`config.mk`:
```
export PLATFORM = sky130hd
export DESIGN_NAME = cpf_fuses
export DESIGN_NICKNAME = d
export VERILOG_FILES = /design/src/hdl/cpf_pkg.sv /design/src/hdl/cpf_region.sv /design/src/hdl/cpf_fuses.sv
export SDC_FILE = /design/constraint.sdc
export NUM_CORES = 1
export LEC_CHECK = 0
export ABC_AREA = 1
export BUFFER_PORTS_ARGS = -buffer_cell sky130_fd_sc_hd__buf_2
export CAP_MARGIN = 20
export CORE_ASPECT_RATIO = 0.7
export CORE_MARGIN = 2
export CORE_UTILIZATION = 39
export CTS_CLUSTER_SIZE = 24
export DETAILED_ROUTE_END_ITERATION = 10
export GPL_ROUTABILITY_DRIVEN = 0
export PLACE_DENSITY = 0.8
export RECOVER_POWER = 25
export SKIP_LAST_GASP = 1
export SLEW_MARGIN = 25
export SYNTH_ARGS = -nofsm -noshare
export SYNTH_HDL_FRONTEND = slang
export SYNTH_SLANG_ARGS = --single-unit
```
`constraint.sdc`:
```
create_clock -name mclk -period 1.57 [get_ports mclk]
set_clock_uncertainty 0.1 [all_clocks]
set_input_delay 0.157 -clock mclk [delete_from_list [all_inputs] [get_ports mclk]]
set_output_delay 0.157 -clock mclk [all_outputs]
set_load 0.05 [all_outputs]
```
`src/hdl/cpf_pkg.sv`:
```
// Constants and types of the configuration protection byte bank
package cpf_pkg;

  localparam int unsigned APB_AW = 24;
  localparam int unsigned IDX_W  = 22;
  localparam int unsigned PADDR_W = 14;

  // Register indices; byte address is four times the index
  localparam logic [IDX_W-1:0] IDX_DBG_BOOT  = 22'h300006;
  localparam logic [IDX_W-1:0] IDX_CP_LOW    = 22'h300008;
  localparam logic [IDX_W-1:0] IDX_CP_HIGH   = 22'h300009;
  localparam logic [IDX_W-1:0] IDX_WP_LOW    = 22'h30000a;
  localparam logic [IDX_W-1:0] IDX_WP_HIGH   = 22'h30000b;
  localparam logic [IDX_W-1:0] IDX_CTRL      = 22'h300010;
  localparam logic [IDX_W-1:0] IDX_STATUS    = 22'h300011;

  // Implemented bits and unprogrammed values
  localparam logic [7:0] DBG_BOOT_MASK  = 8'hf1;
  localparam logic [7:0] DBG_BOOT_RST   = 8'h81;
  localparam logic [7:0] CP_LOW_MASK    = 8'h03;
  localparam logic [7:0] CP_HIGH_MASK   = 8'hc0;
  localparam logic [7:0] WP_LOW_MASK    = 8'h03;
  localparam logic [7:0] WP_HIGH_MASK   = 8'he0;

  // Field positions
  localparam int unsigned POS_STACK_RST   = 0;
  localparam int unsigned POS_BOOT_SEL_LO = 4;
  localparam int unsigned POS_BOOT_SEL_HI = 5;
  localparam int unsigned POS_INSTR_EXT   = 6;
  localparam int unsigned POS_DEBUG_PIN   = 7;
  localparam int unsigned POS_GUARD_B0    = 0;
  localparam int unsigned POS_GUARD_B1    = 1;
  localparam int unsigned POS_GUARD_CFG   = 5;
  localparam int unsigned POS_GUARD_BOOT  = 6;
  localparam int unsigned POS_GUARD_EE    = 7;
  localparam int unsigned POS_CTRL_ERASE  = 0;

  // Program memory layout, byte addresses
  localparam logic [PADDR_W-1:0] BOOT_END_256W = 14'h0200;
  localparam logic [PADDR_W-1:0] BOOT_END_512W = 14'h0400;
  localparam logic [PADDR_W-1:0] BOOT_END_1KW  = 14'h0800;
  localparam logic [PADDR_W-1:0] BLOCK1_START  = 14'h1000;

  typedef enum logic [1:0] {
    CPF_TGT_PROG   = 2'b00,
    CPF_TGT_EEPROM = 2'b01,
    CPF_TGT_CONFIG = 2'b10
  } cpf_target_e;

  typedef enum logic [1:0] {
    CPF_REG_BOOT   = 2'b00,
    CPF_REG_BLOCK0 = 2'b01,
    CPF_REG_BLOCK1 = 2'b10
  } cpf_region_e;

  typedef struct packed {
    logic [7:0] dbg_boot;
    logic [7:0] cp_low;
    logic [7:0] cp_high;
    logic [7:0] wp_low;
    logic [7:0] wp_high;
  } cpf_bank_s;

  typedef struct packed {
    logic               valid;
    logic               write;
    logic               external;
    cpf_target_e        target;
    logic [PADDR_W-1:0] addr;
  } cpf_acc_s;

endpackage

```
`src/hdl/cpf_region.sv`:
```
// Program memory region decoder with selectable boot block length
module cpf_region
  import cpf_pkg::*;
(
  input  wire logic [PADDR_W-1:0] addr,
  input  wire logic [1:0]         boot_size_sel,
  input  wire logic               large_part,
  output cpf_region_e             region
);
  logic [PADDR_W-1:0] boot_end;

  always_comb
  begin
    // Small part caps every nonzero select at 512 words
    unique case (boot_size_sel)
      2'b00:   boot_end = BOOT_END_256W;
      2'b01:   boot_end = BOOT_END_512W;
      default: boot_end = large_part ? BOOT_END_1KW : BOOT_END_512W;
    endcase
    if (addr < boot_end)
      region = CPF_REG_BOOT;
    else if (addr < BLOCK1_START)
      region = CPF_REG_BLOCK0;
    else
      region = CPF_REG_BLOCK1;
  end
endmodule

```
`src/hdl/cpf_fuses.sv`:
```
// Configuration protection byte bank with APB access and access gating
module cpf_fuses
  import cpf_pkg::*;
#(
  parameter bit LARGE_PART = 1'b1
)
(
  input  wire logic              mclk,
  input  wire logic              rst,
  input  wire logic              psel,
  input  wire logic              penable,
  input  wire logic              pwrite,
  input  wire logic [APB_AW-1:0] paddr,
  input  wire logic [31:0]       pwdata,
  output logic [31:0]            prdata,
  output logic                   pready,
  output logic                   pslverr,
  input  wire logic              prog_mode_pin,
  input  cpf_pkg::cpf_acc_s      acc_req,
  output logic                   acc_grant,
  output logic                   acc_deny,
  input  wire logic              stack_fault,
  output logic                   stack_reset,
  output logic                   debugger_pin_enable,
  output logic                   instruction_extension_enable,
  output logic [1:0]             boot_size_sel
);
  cpf_bank_s          bank_r;
  logic               prog_meta_r;
  logic               prog_mode_r;
  logic [31:0]        prdata_r;
  logic               pready_r;
  logic               pslverr_r;
  logic               grant_r;
  logic               deny_r;
  logic               stack_reset_r;
  logic               last_deny_r;
  logic [IDX_W-1:0]   idx;
  logic               setup;
  logic               commit;
  logic               mapped;
  logic               wr_ok;
  logic [31:0]        rd_nxt;
  cpf_region_e        region;
  logic               read_guard;
  logic               write_guard;
  logic               denied;

  assign idx    = paddr[APB_AW-1:2];
  assign setup  = psel && !penable;
  assign commit = psel && penable && pready_r;

  // Pin crosses two flops before use
  always_ff @(posedge mclk)
  begin
    if (rst)
    begin
      prog_meta_r <= 1'b0;
      prog_mode_r <= 1'b0;
    end
    else
    begin
      prog_meta_r <= prog_mode_pin;
      prog_mode_r <= prog_meta_r;
    end
  end

  always_comb
  begin
    mapped = 1'b1;
    rd_nxt = 32'h0000_0000;
    // Only implemented bits are stored; masking keeps the rest zero
    unique case (idx)
      IDX_DBG_BOOT: rd_nxt[7:0] = bank_r.dbg_boot & DBG_BOOT_MASK;
      IDX_CP_LOW:   rd_nxt[7:0] = bank_r.cp_low & CP_LOW_MASK;
      IDX_CP_HIGH:  rd_nxt[7:0] = bank_r.cp_high & CP_HIGH_MASK;
      IDX_WP_LOW:   rd_nxt[7:0] = bank_r.wp_low & WP_LOW_MASK;
      IDX_WP_HIGH:  rd_nxt[7:0] = bank_r.wp_high & WP_HIGH_MASK;
      IDX_CTRL:     rd_nxt      = 32'h0000_0000;
      IDX_STATUS:   rd_nxt[1:0] = {last_deny_r, prog_mode_r};
      default:      mapped      = 1'b0;
    endcase
  end

  // Outside program mode a cleared config guard freezes the bank
  always_comb
  begin
    wr_ok = mapped && (idx != IDX_STATUS);
    if (!prog_mode_r && !bank_r.wp_high[POS_GUARD_CFG])
      wr_ok = 1'b0;
    if (!prog_mode_r && idx == IDX_CTRL)
      wr_ok = 1'b0;
  end

  // Register side answers one cycle after setup
  always_ff @(posedge mclk)
  begin
    if (rst)
    begin
      prdata_r  <= 32'h0000_0000;
      pready_r  <= 1'b0;
      pslverr_r <= 1'b0;
    end
    else
    begin
      pready_r  <= setup;
      prdata_r  <= (setup && !pwrite) ? rd_nxt : 32'h0000_0000;
      pslverr_r <= setup && (pwrite ? !wr_ok : !mapped);
    end
  end

  // Bank: erase restores the unprogrammed pattern; dbg_boot is overwritten, other bytes clear only
  always_ff @(posedge mclk)
  begin
    if (rst)
    begin
      bank_r.dbg_boot <= DBG_BOOT_RST;
      bank_r.cp_low   <= CP_LOW_MASK;
      bank_r.cp_high  <= CP_HIGH_MASK;
      bank_r.wp_low   <= WP_LOW_MASK;
      bank_r.wp_high  <= WP_HIGH_MASK;
    end
    else if (commit && pwrite && !pslverr_r)
    begin
      unique case (idx)
        IDX_DBG_BOOT:
          bank_r.dbg_boot <= pwdata[7:0] & DBG_BOOT_MASK;
        IDX_CP_LOW:
          bank_r.cp_low <= bank_r.cp_low & pwdata[7:0];
        IDX_CP_HIGH:
          bank_r.cp_high <= bank_r.cp_high & pwdata[7:0];
        IDX_WP_LOW:
          bank_r.wp_low <= bank_r.wp_low & pwdata[7:0];
        IDX_WP_HIGH:
        begin
          bank_r.wp_high[POS_GUARD_EE] <=
            bank_r.wp_high[POS_GUARD_EE] & pwdata[POS_GUARD_EE];
          bank_r.wp_high[POS_GUARD_BOOT] <=
            bank_r.wp_high[POS_GUARD_BOOT] & pwdata[POS_GUARD_BOOT];
          if (prog_mode_r)
            bank_r.wp_high[POS_GUARD_CFG] <=
              bank_r.wp_high[POS_GUARD_CFG] & pwdata[POS_GUARD_CFG];
        end
        IDX_CTRL:
          if (pwdata[POS_CTRL_ERASE])
          begin
            bank_r.dbg_boot <= DBG_BOOT_RST;
            bank_r.cp_low   <= CP_LOW_MASK;
            bank_r.cp_high  <= CP_HIGH_MASK;
            bank_r.wp_low   <= WP_LOW_MASK;
            bank_r.wp_high  <= WP_HIGH_MASK;
          end
        default:
          bank_r <= bank_r;
      endcase
    end
  end

  cpf_region u_region (
    .addr          (acc_req.addr),
    .boot_size_sel ({bank_r.dbg_boot[POS_BOOT_SEL_HI],
                     bank_r.dbg_boot[POS_BOOT_SEL_LO]}),
    .large_part    (LARGE_PART),
    .region        (region)
  );

  always_comb
  begin
    read_guard  = 1'b1;
    write_guard = 1'b1;
    unique case (acc_req.target)
      CPF_TGT_PROG:
        unique case (region)
          CPF_REG_BOOT:
          begin
            read_guard  = bank_r.cp_high[POS_GUARD_BOOT];
            write_guard = bank_r.wp_high[POS_GUARD_BOOT];
          end
          CPF_REG_BLOCK0:
          begin
            read_guard  = bank_r.cp_low[POS_GUARD_B0];
            write_guard = bank_r.wp_low[POS_GUARD_B0];
          end
          default:
          begin
            read_guard  = bank_r.cp_low[POS_GUARD_B1];
            write_guard = bank_r.wp_low[POS_GUARD_B1];
          end
        endcase
      CPF_TGT_EEPROM:
      begin
        read_guard  = bank_r.cp_high[POS_GUARD_EE];
        write_guard = bank_r.wp_high[POS_GUARD_EE];
      end
      CPF_TGT_CONFIG:
        write_guard = bank_r.wp_high[POS_GUARD_CFG];
      default:
      begin
        read_guard  = 1'b0;
        write_guard = 1'b0;
      end
    endcase
    // Code guard only blocks reads from outside the protected area
    denied = acc_req.write ? !write_guard
                           : (acc_req.external && !read_guard);
  end

  // Verdict registered one cycle after the request
  always_ff @(posedge mclk)
  begin
    if (rst)
    begin
      grant_r     <= 1'b0;
      deny_r      <= 1'b0;
      last_deny_r <= 1'b0;
    end
    else
    begin
      grant_r <= acc_req.valid && !denied;
      deny_r  <= acc_req.valid && denied;
      if (acc_req.valid)
        last_deny_r <= denied;
    end
  end

  always_ff @(posedge mclk)
  begin
    if (rst)
      stack_reset_r <= 1'b0;
    else
      stack_reset_r <= stack_fault && bank_r.dbg_boot[POS_STACK_RST];
  end

  assign prdata  = prdata_r;
  assign pready  = pready_r;
  assign pslverr = pslverr_r;
  assign acc_grant   = grant_r;
  assign acc_deny    = deny_r;
  assign stack_reset = stack_reset_r;
  assign debugger_pin_enable          = bank_r.dbg_boot[POS_DEBUG_PIN];
  assign instruction_extension_enable = bank_r.dbg_boot[POS_INSTR_EXT];
  assign boot_size_sel = {bank_r.dbg_boot[POS_BOOT_SEL_HI],
                          bank_r.dbg_boot[POS_BOOT_SEL_LO]};
endmodule

```
==> results.cfg, run 1 <==
[synth]
ys_seq_elements = 28
ys_seq_area_share_pct = 27.7
yosysWarnings = 0
synthArstFlopShare_pct = 0
synth_flop_cell = dfxtp_1
syn_avg_cell_area_um2 = 6.19
synth_area_mm2 = 0.00202
synth_cells = 327
synth_edf_count = 0
synth_cell_type_count = 30

[grt]
grt_max_degree = 23
grt_pass1_vias = 2039
grt_first_pass_wirelength_mm = 8.92
grt_overflow = 0
antenna_found_initial = 0
gr-usage-all-layers_pct = 18.8

[power_and_ir_drop]
p_leak_uw = 0.00142
vdd_drop_max_mv = 0.278
powerDensity_mw_per_mm2 = 602
seqPwrFrac_pct = 47.1
p_switching_uw = 500
p_int_uw = 1040
switching_share_pct = 32.5
p_comb_share_pct = 23.8
clkPwrFrac_pct = 29.1

[detailed_routing]
drc = 0
first_pass_iters = 4
drt_iter0_drc = 263
top_layer = met4
wl_met2_mm = 2.37
wl_met3_um = 577
wl_met1_mm = 2.36
viasPerCell = 4.61
wl_per_cell_um = 11.4
drt_wl_total_mm = 5.34
vias = 2166
ant_nets = 0

[worst_setup_path]
cp.required_ns = 1.70
arrival_ns = 1.67
rrSetupSlack_ns = 0.03
crit_path_top_delay_cell = dfxtp_2
cp-end-kind = flip-flop
critPathLaunchType = flip-flop
r2r_start = boot_size_sel[1]$_SDFFE_PP0P_
rr_endpoint = last_deny_r$_SDFFE_PP0P_
critPathKind = reg2reg
reg2regPathDepth = 13
path_cells = inv_4, ha_4, nand2_4, nand2_4, nor2_4, nand2_2, nand2_1, nand3_1, nand2_1, nand3_2, nand2_2, nand2_2, nand2_1
crit_fanout = 3
slowest_delay_ns = 0.36

[sta]
slew_viol_final = 0
setup_viol = 0
final-hold-violation-count = 0
rsz0062_at_grt = true
worst_slew_pin_slew_ns = 0.603
relSlewSlack_pct = 60.0
fin_crit_ns = 1.54
max_freq_mhz = 649
post-route-period-util_pct = 98.2

[floorplan]
core_mm2 = 0.00489
start_util_pct = 41.4
dieHeight_um = 64.3
die_w_um = 90.1
num_io_pins = 123
dieArea_mm2 = 0.00579
num_rows = 21

[clock_tree]
clk_latency_ns = 0.28
clockRootBuffer = clkbuf_8
cts_sinks = 28
htreeDepth = 1
cts_made_buffers = 3
clock_path_buffers = 2
path_clk_slew_ns = 0.09
cts_tree = yes

[cells_and_area]
largest_reg_flops = 10
final_common_cell = nand2_1
drive_above_1_share_pct = 27.2
fin_area_mm2 = 0.00255
syn2layout_area_growth_pct = 26.2
final_cell_mix = nand2_1 (76), buf_2 (53), inv_1 (48)
nets = 486
stdcell_count = 470
antenna_cells = 0
regMostFlops = bank_r
fillers = 516

[place]
port_buffers = 59
dp.cells = 464
dpl-instance-area_mm2 = 0.00240
dpl.hpwl_mm = 4.41

[run]
max_cap_viol_count = 0

[min_path]
hold_path_class = in2reg
min_to = stack_reset$_SDFF_PP0_
worstHoldStart = stack_fault
whs_path_depth = 3

[status]
status = completed
==> metal layers <==
metal | vias up | global-route usage, %
met1 | 929 | 25.2
met3 | 5 | 4.25
li1 | 1122 | -
met4 | 0 | 3.27
met2 | 110 | 31.4
met5 | - | 0
==> cells in the mapped netlist (all sizes together) (4+ instances only) <==
cell / count / area, um^2
nand2: 83 / 314
a21oi: 8 / 47.6
o21ai: 8 / 40.0
inv: 53 / 199
dfxtp: 28 / 561
nor3: 4 / 31.3
nor2: 42 / 180
nand4: 15 / 93.8
nand3: 41 / 210
buf: 32 / 241
==> how the worst max path moves through the flow <==
stage	startpoint	to	slack, ns	cells past startpoint
detailed placement	boot_size_sel[1]$_SDFFE_PP0P_	last_deny_r$_SDFFE_PP0P_	-0.10	13
floorplan	boot_size_sel[1]$_SDFFE_PP0P_	last_deny_r$_SDFFE_PP0P_	0.01	12
global placement	boot_size_sel[1]$_SDFFE_PP0P_	last_deny_r$_SDFFE_PP0P_	-0.07	12
CTS	boot_size_sel[1]$_SDFFE_PP0P_	last_deny_r$_SDFFE_PP0P_	-0.01	14
global route	boot_size_sel[1]$_SDFFE_PP0P_	last_deny_r$_SDFFE_PP0P_	-0.07	13
finish	boot_size_sel[1]$_SDFFE_PP0P_	last_deny_r$_SDFFE_PP0P_	0.03	13
==> per-stage QoR <==
| step | TNS (ns) | hold slack (ns) | power, uW | setup slack [ns] | utilization (%) |
|---|---|---|---|---|---|
| 6_report | 0 | 0.00912 | 1540 | 0.0281 | 52.2 |
| 4_1_cts | -0.0206 | 0.0133 | 1530 | -0.0136 | 51.4 |
| 3_5_place_dp | -0.735 | 0.287 | 1080 | -0.103 | 49.1 |
| 3_3_place_gp | -0.218 | 0.263 | 1070 | -0.0739 | 49.1 |
| 5_1_grt | -0.182 | 0.0118 | 1600 | -0.0737 | 52.2 |
| 2_1_floorplan | 0 | 0.164 | 1030 | 0.0108 | - |
==> critical path: cells and delay by family (launching register included) <==
family	cells	cell delay (ns)
adder cells (fa/ha/maj)	1	0.25
AND/OR/NAND/NOR	11	0.73
buffers and inverters	1	0.05
flip-flops	1	0.36
==> cell type report <==
class	count	area [um^2]	share of cell area (%)
Inverter	54	205	8.04
Sequential cell	28	567	22.2
Timing Repair Buffer	78	445	17.5
Clock buffer	4	55.1	2.16
Tap cell	69	86.3	3.38
Multi-Input combinational cell	237	1190	46.8
==> logic make-up after synthesis <==
| group | after synthesis | share of synthesized area, % |
|---|---|---|
| buffers and inverters | 87 | 22.1 |
| AND/OR/NAND/NOR | 189 | 43.0 |
| other | 1 | 0.185 |
| AO/OA/AOI/OAI | 20 | 5.75 |
| flip-flops | 28 | 27.7 |
| adder cells (fa/ha/maj) | 2 | 1.24 |
==> power groups by stage <==
stage          combinational [uW]  clock [uW]  sequential [uW]
2_1_floorplan                 274           0              760
3_3_place_gp                  335           0              740
3_5_place_dp                  341           0              740
4_1_cts                       353         455              723
5_1_grt                       395         484              724
6_report                      366         447              723
==> repair_timing <==
item                                   CTS  global route
pin swaps                                7             6
resized for setup                       11            10
setup buffers                            0             1
setup endpoints to repair                3             3
hold buffers                             1             0
endpoints found under the hold margin    1             0
(Power assumes the default switching activity.)
==> inputs of run 2 (changes only) <==
--- a/config.mk
+++ b/config.mk
@@ -9,12 +9,12 @@
 export BUFFER_PORTS_ARGS = -buffer_cell sky130_fd_sc_hd__buf_2
 export CAP_MARGIN = 20
 export CORE_ASPECT_RATIO = 0.7
-export CORE_MARGIN = 2
+export CORE_MARGIN = 3
 export CORE_UTILIZATION = 39
 export CTS_CLUSTER_SIZE = 24
 export DETAILED_ROUTE_END_ITERATION = 10
 export GPL_ROUTABILITY_DRIVEN = 0
-export PLACE_DENSITY = 0.8
+export PLACE_DENSITY = 0.88
 export RECOVER_POWER = 25
 export SKIP_LAST_GASP = 1
 export SLEW_MARGIN = 25
==> results.cfg, run 2 (synthesis results as in run 1) <==
[sta]
post-route-period-util_pct = 102
final-hold-violation-count = 1
fin_crit_ns = 1.60
relSlewSlack_pct = 60.0
max_freq_mhz = 625
whs_ns = -0.00262
fin_ws_ns = -0.0291
rsz0062_at_grt = true
setup_viol = 2
slew_viol_final = 0
worst_slew_pin_slew_ns = 0.603

[cells_and_area]
regMostFlops = bank_r
final_util_pct = 51.8
antenna_cells = 0
drive_above_1_share_pct = 26.7
nets = 486
stdcell_count = 470
syn2layout_area_growth_pct = 25.2
fin_area_mm2 = 0.00253
final_cell_mix = nand2_1 (78), buf_2 (54), inv_1 (48)
fillers = 498
largest_reg_flops = 10
final_common_cell = nand2_1

[worst_setup_path]
cp_common_cell = nand2_1
cp-end-kind = flip-flop
critPathKind = reg2reg
cp.required_ns = 1.65
crit_path_top_delay_cell = dfxtp_2
r2r_start = boot_size_sel[1]$_SDFFE_PP0P_
critPathLaunch = boot_size_sel[1]$_SDFFE_PP0P_
crit_fanout = 3
arrival_ns = 1.68
slowest_delay_ns = 0.37
path_delay_family = simple AND/OR/NAND/NOR gates
crit_buf_inv = 1
critPathLaunchType = flip-flop
path_cells = inv_4, ha_4, nand2_2, nand2_2, nor2_4, nand2_2, nand2_1, nand3_1, nand2_1, nand3_1, nand2_1, nand2_1, nand2_1

[grt]
grt_max_degree = 23
grt_first_pass_wirelength_mm = 9.14
grt_pass1_vias = 2085
antenna_found_initial = 0
grt_overflow = 0
gr-usage-all-layers_pct = 18.5

[floorplan]
dieArea_mm2 = 0.00610
die_w_um = 92.1
num_io_pins = 123
start_util_pct = 41.4
dieHeight_um = 66.3
core_mm2 = 0.00489
num_rows = 21

[min_path]
hold_path_class = in2reg
worstHoldStart = stack_fault

[clock_tree]
cts_tree = yes
clk_latency_ns = 0.27
clock_path_buffers = 2
clockRootBuffer = clkbuf_8
htreeDepth = 1
cts_made_buffers = 3
cts_sinks = 28
path_clk_slew_ns = 0.09

[detailed_routing]
drt_wl_total_mm = 5.55
vias = 2210
drt_iter0_drc = 279
viasPerCell = 4.70
first_pass_iters = 4
drc = 0
ant_nets = 0
wl_per_cell_um = 11.8

[power_and_ir_drop]
p_leak_uw = 0.00141
powerDensity_mw_per_mm2 = 604
total_power_uw = 1530
vdd_drop_max_mv = 0.322

[status]
status = finished, violations left
violations = negative hold slack, negative setup slack

[place]
dp.cells = 463
port_buffers = 59
dpl.hpwl_mm = 4.49
dpl-instance-area_mm2 = 0.00239

[run]
max_cap_viol_count = 0
## run 2: cell count changes in the layout (fill, tap and decap cells not counted), sizes merged
cell    before  now
buf         71   72
clkbuf      10    9
## run 2: routing by layer
metal	global-route usage, %	vias to the layer above	wire length, um
met3	4.55	12	615
met2	29.4	117	2410
met5	0	-	0
met4	4.81	0	102
met1	25.2	954	2420
li1	-	1127	-
## run 2: repair_timing
item	4_1_cts	5_1_grt
hold buffers	1	0
resized for setup	9	8
pin swaps	8	8
endpoints found under the setup margin	3	4
setup buffers	1	1
endpoints found under the hold margin	1	0
## run 2: layout make-up
type	instances	area, um^2	share of cell area, %
clock buffers	4	55.1	2.17
repair buffers	78	447	17.6
flip-flops and latches	28	567	22.4
inverters	54	205	8.10
well taps	69	86.3	3.41
multi-input cells	237	1170	46.3
## run 2: worst min-delay path: stages
cell	delay [ns]
buf_2	0.10
nand2_1	0.05
nor2_1	0.03
## run 2: final timing paths
kind	end	slack (ns)	cells past startpoint
setup / recovery	last_deny_r$_SDFFE_PP0P_	-0.03	13
hold / removal	stack_reset$_SDFF_PP0_	-0.003	3
setup reg to reg	last_deny_r$_SDFFE_PP0P_	-0.03	13
hold reg to reg	prog_mode_r$_SDFF_PP0_	0.32	2
## run 2: metrics by stage
step	worst slack [ns]	TNS, ns
2_1_floorplan	0.0108	0
3_3_place_gp	-0.0255	-0.0969
3_5_place_dp	-0.0882	-0.562
4_1_cts	-0.00641	-0.00641
5_1_grt	-0.142	-0.381
6_report	-0.0291	-0.0380
## run 2: report_power, final
part / switching [uW] / total [uW] / internal, uW / leakage, uW
logic: 270 / 361 / 90.5 / 0.00116
clock network: 221 / 445 / 225 / 0.0000288
registers: 5.06 / 724 / 719 / 0.000229
==> inputs of run 3 (changes only) <==
==> constraint.sdc (replaced) <==
create_clock -name mclk -period 1.57 [get_ports mclk]
set_clock_uncertainty 0.1 [all_clocks]
set_input_delay 0.0785 -clock mclk [delete_from_list [all_inputs] [get_ports mclk]]
set_output_delay 0.0785 -clock mclk [all_outputs]
set_load 0.05 [all_outputs]
==> results.cfg, run 3 (synthesis results as in run 1) <==
[status]
status = finished, violations left
violations = negative setup slack

[detailed_routing]
ant_nets = 0
vias = 2251
drt_iter0_drc = 311
first_pass_iters = 5
drc = 0
wl_per_cell_um = 11.9
drt_wl_total_mm = 5.61
viasPerCell = 4.78

[sta]
setup_viol = 1
fin_ws_ns = -0.00509
rsz0062_at_grt = true
relSlewSlack_pct = 60.0
fin_crit_ns = 1.58
worst_slew_pin_slew_ns = 0.602
slew_viol_final = 0
final-hold-violation-count = 0
post-route-period-util_pct = 100
max_freq_mhz = 635

[grt]
grt_pass1_vias = 2051
grt_overflow = 0
grt_max_degree = 23
antenna_found_initial = 0
gr-usage-all-layers_pct = 18.5
grt_first_pass_wirelength_mm = 9.02

[clock_tree]
clock_path_buffers = 2
clockRootBuffer = clkbuf_8
cts_made_buffers = 3
clk_latency_ns = 0.28
cts_sinks = 28
cts_tree = yes
path_clk_slew_ns = 0.09
htreeDepth = 1

[place]
dp.cells = 458
port_buffers = 59
dpl.hpwl_mm = 4.52

[cells_and_area]
final_common_cell = nand2_1
final_cell_mix = nand2_1 (79), buf_2 (52), inv_1 (48)
drive_above_1_share_pct = 23.9
antenna_cells = 0
syn2layout_area_growth_pct = 25.1
nets = 487
largest_reg_flops = 10
regMostFlops = bank_r
final_util_pct = 51.8
stdcell_count = 471

[power_and_ir_drop]
switching_share_pct = 33.3
p_int_uw = 995
powerDensity_mw_per_mm2 = 590
total_power_uw = 1490
seqPwrFrac_pct = 48.5
p_leak_uw = 0.00140
clkPwrFrac_pct = 27.0
vdd_drop_max_mv = 0.407
p_comb_share_pct = 24.5
p_switching_uw = 497

[worst_setup_path]
path_cells = inv_4, ha_4, nand2_2, nand2_2, nor2_4, nand2_1, nand2_1, nand3_1, nand2_1, nand3_1, nand2_1, nand2_1, nand2_1
cp.required_ns = 1.65
cp-end-kind = flip-flop
cp_common_cell = nand2_1
critPathKind = reg2reg
slowest_delay_ns = 0.36
critPathLaunch = boot_size_sel[1]$_SDFFE_PP0P_
crit_path_top_delay_cell = dfxtp_2
arrival_ns = 1.65
crit_fanout = 3
r2r_start = boot_size_sel[1]$_SDFFE_PP0P_
critPathLaunchType = flip-flop

[floorplan]
dieHeight_um = 66.3
die_w_um = 92.1
dieArea_mm2 = 0.00610
core_mm2 = 0.00489
num_io_pins = 123
num_rows = 21
start_util_pct = 41.4

[min_path]
worstHoldStart = penable
hold_path_class = in2reg

[run]
max_cap_viol_count = 0
==> run 3: changes by cell type in the layout (fill, tap and decap cells not counted), sizes merged <==
cell	previous run	this run
buf	72	65
clkbuf	9	11
dlygate4sd3	1	7
==> run 3: path summary, 6_finish.rpt <==
path                                    to  slack (ns)  depth (start not counted)
setup reg to reg  last_deny_r$_SDFFE_PP0P_      -0.005                         13
hold / removal           pready$_SDFF_PP0_        0.01                          4
setup / recovery  last_deny_r$_SDFFE_PP0P_      -0.005                         13
hold reg to reg     prog_mode_r$_SDFF_PP0_        0.31                          2
==> run 3: metal layers <==
metal  up-vias  part of all wire (%)  track usage [%]
met4         0                  0.69             3.52
met3         8                    11             4.78
li1       1125                     -                -
met1       983                    44             25.0
met2       135                    44             29.9
met5         -                     0                0
==> run 3: power groups by stage <==
| stage | Clock, uW | Combinational [uW] | Sequential (uW) |
|---|---|---|---|
| 2_1_floorplan | 0 | 274 | 760 |
| 3_3_place_gp | 0 | 332 | 740 |
| 3_5_place_dp | 0 | 338 | 740 |
| 4_1_cts | 413 | 359 | 723 |
| 5_1_grt | 449 | 395 | 725 |
| 6_report | 403 | 366 | 723 |
==> run 3: final cells by class <==
class | count | area [um^2]
sequential | 28 | 567
multi-input combinational | 237 | 1160
fill | 504 | 2360
inverter | 54 | 205
timing repair buffer | 79 | 467
tap | 69 | 86.3
clock buffer | 4 | 45.0
==> run 3: metrics by stage <==
step / setup WS [ns] / hold WS (ns) / area (um^2) / setup TNS (ns)
floorplan: 0.0108 / 0.0855 / 2120 / 0
global placement: -0.0264 / 0.185 / 2350 / -0.0480
detailed placement: -0.0960 / 0.192 / 2350 / -0.246
CTS: -0.00179 / 0.00243 / 2510 / -0.00179
global route: -0.103 / 0.0155 / 2530 / -0.261
finish: -0.00509 / 0.00970 / 2530 / -0.00509
==> run 3: critical path: cells and delay by family (launching register included) <==
kind / cells / cell delay, ns
flip-flops: 1 / 0.36
AND/OR/NAND/NOR: 11 / 0.70
adder cells (fa/ha/maj): 1 / 0.26
buffers and inverters: 1 / 0.05
==> run 3: timing repair <==
item                       CTS  global route
hold buffers                 7             0
setup endpoints to repair    3            15
setup buffers                1             1
gates cloned                 0             0
gates resized for setup      8             5
pin swaps                    3             8
hold endpoints to repair     7             0
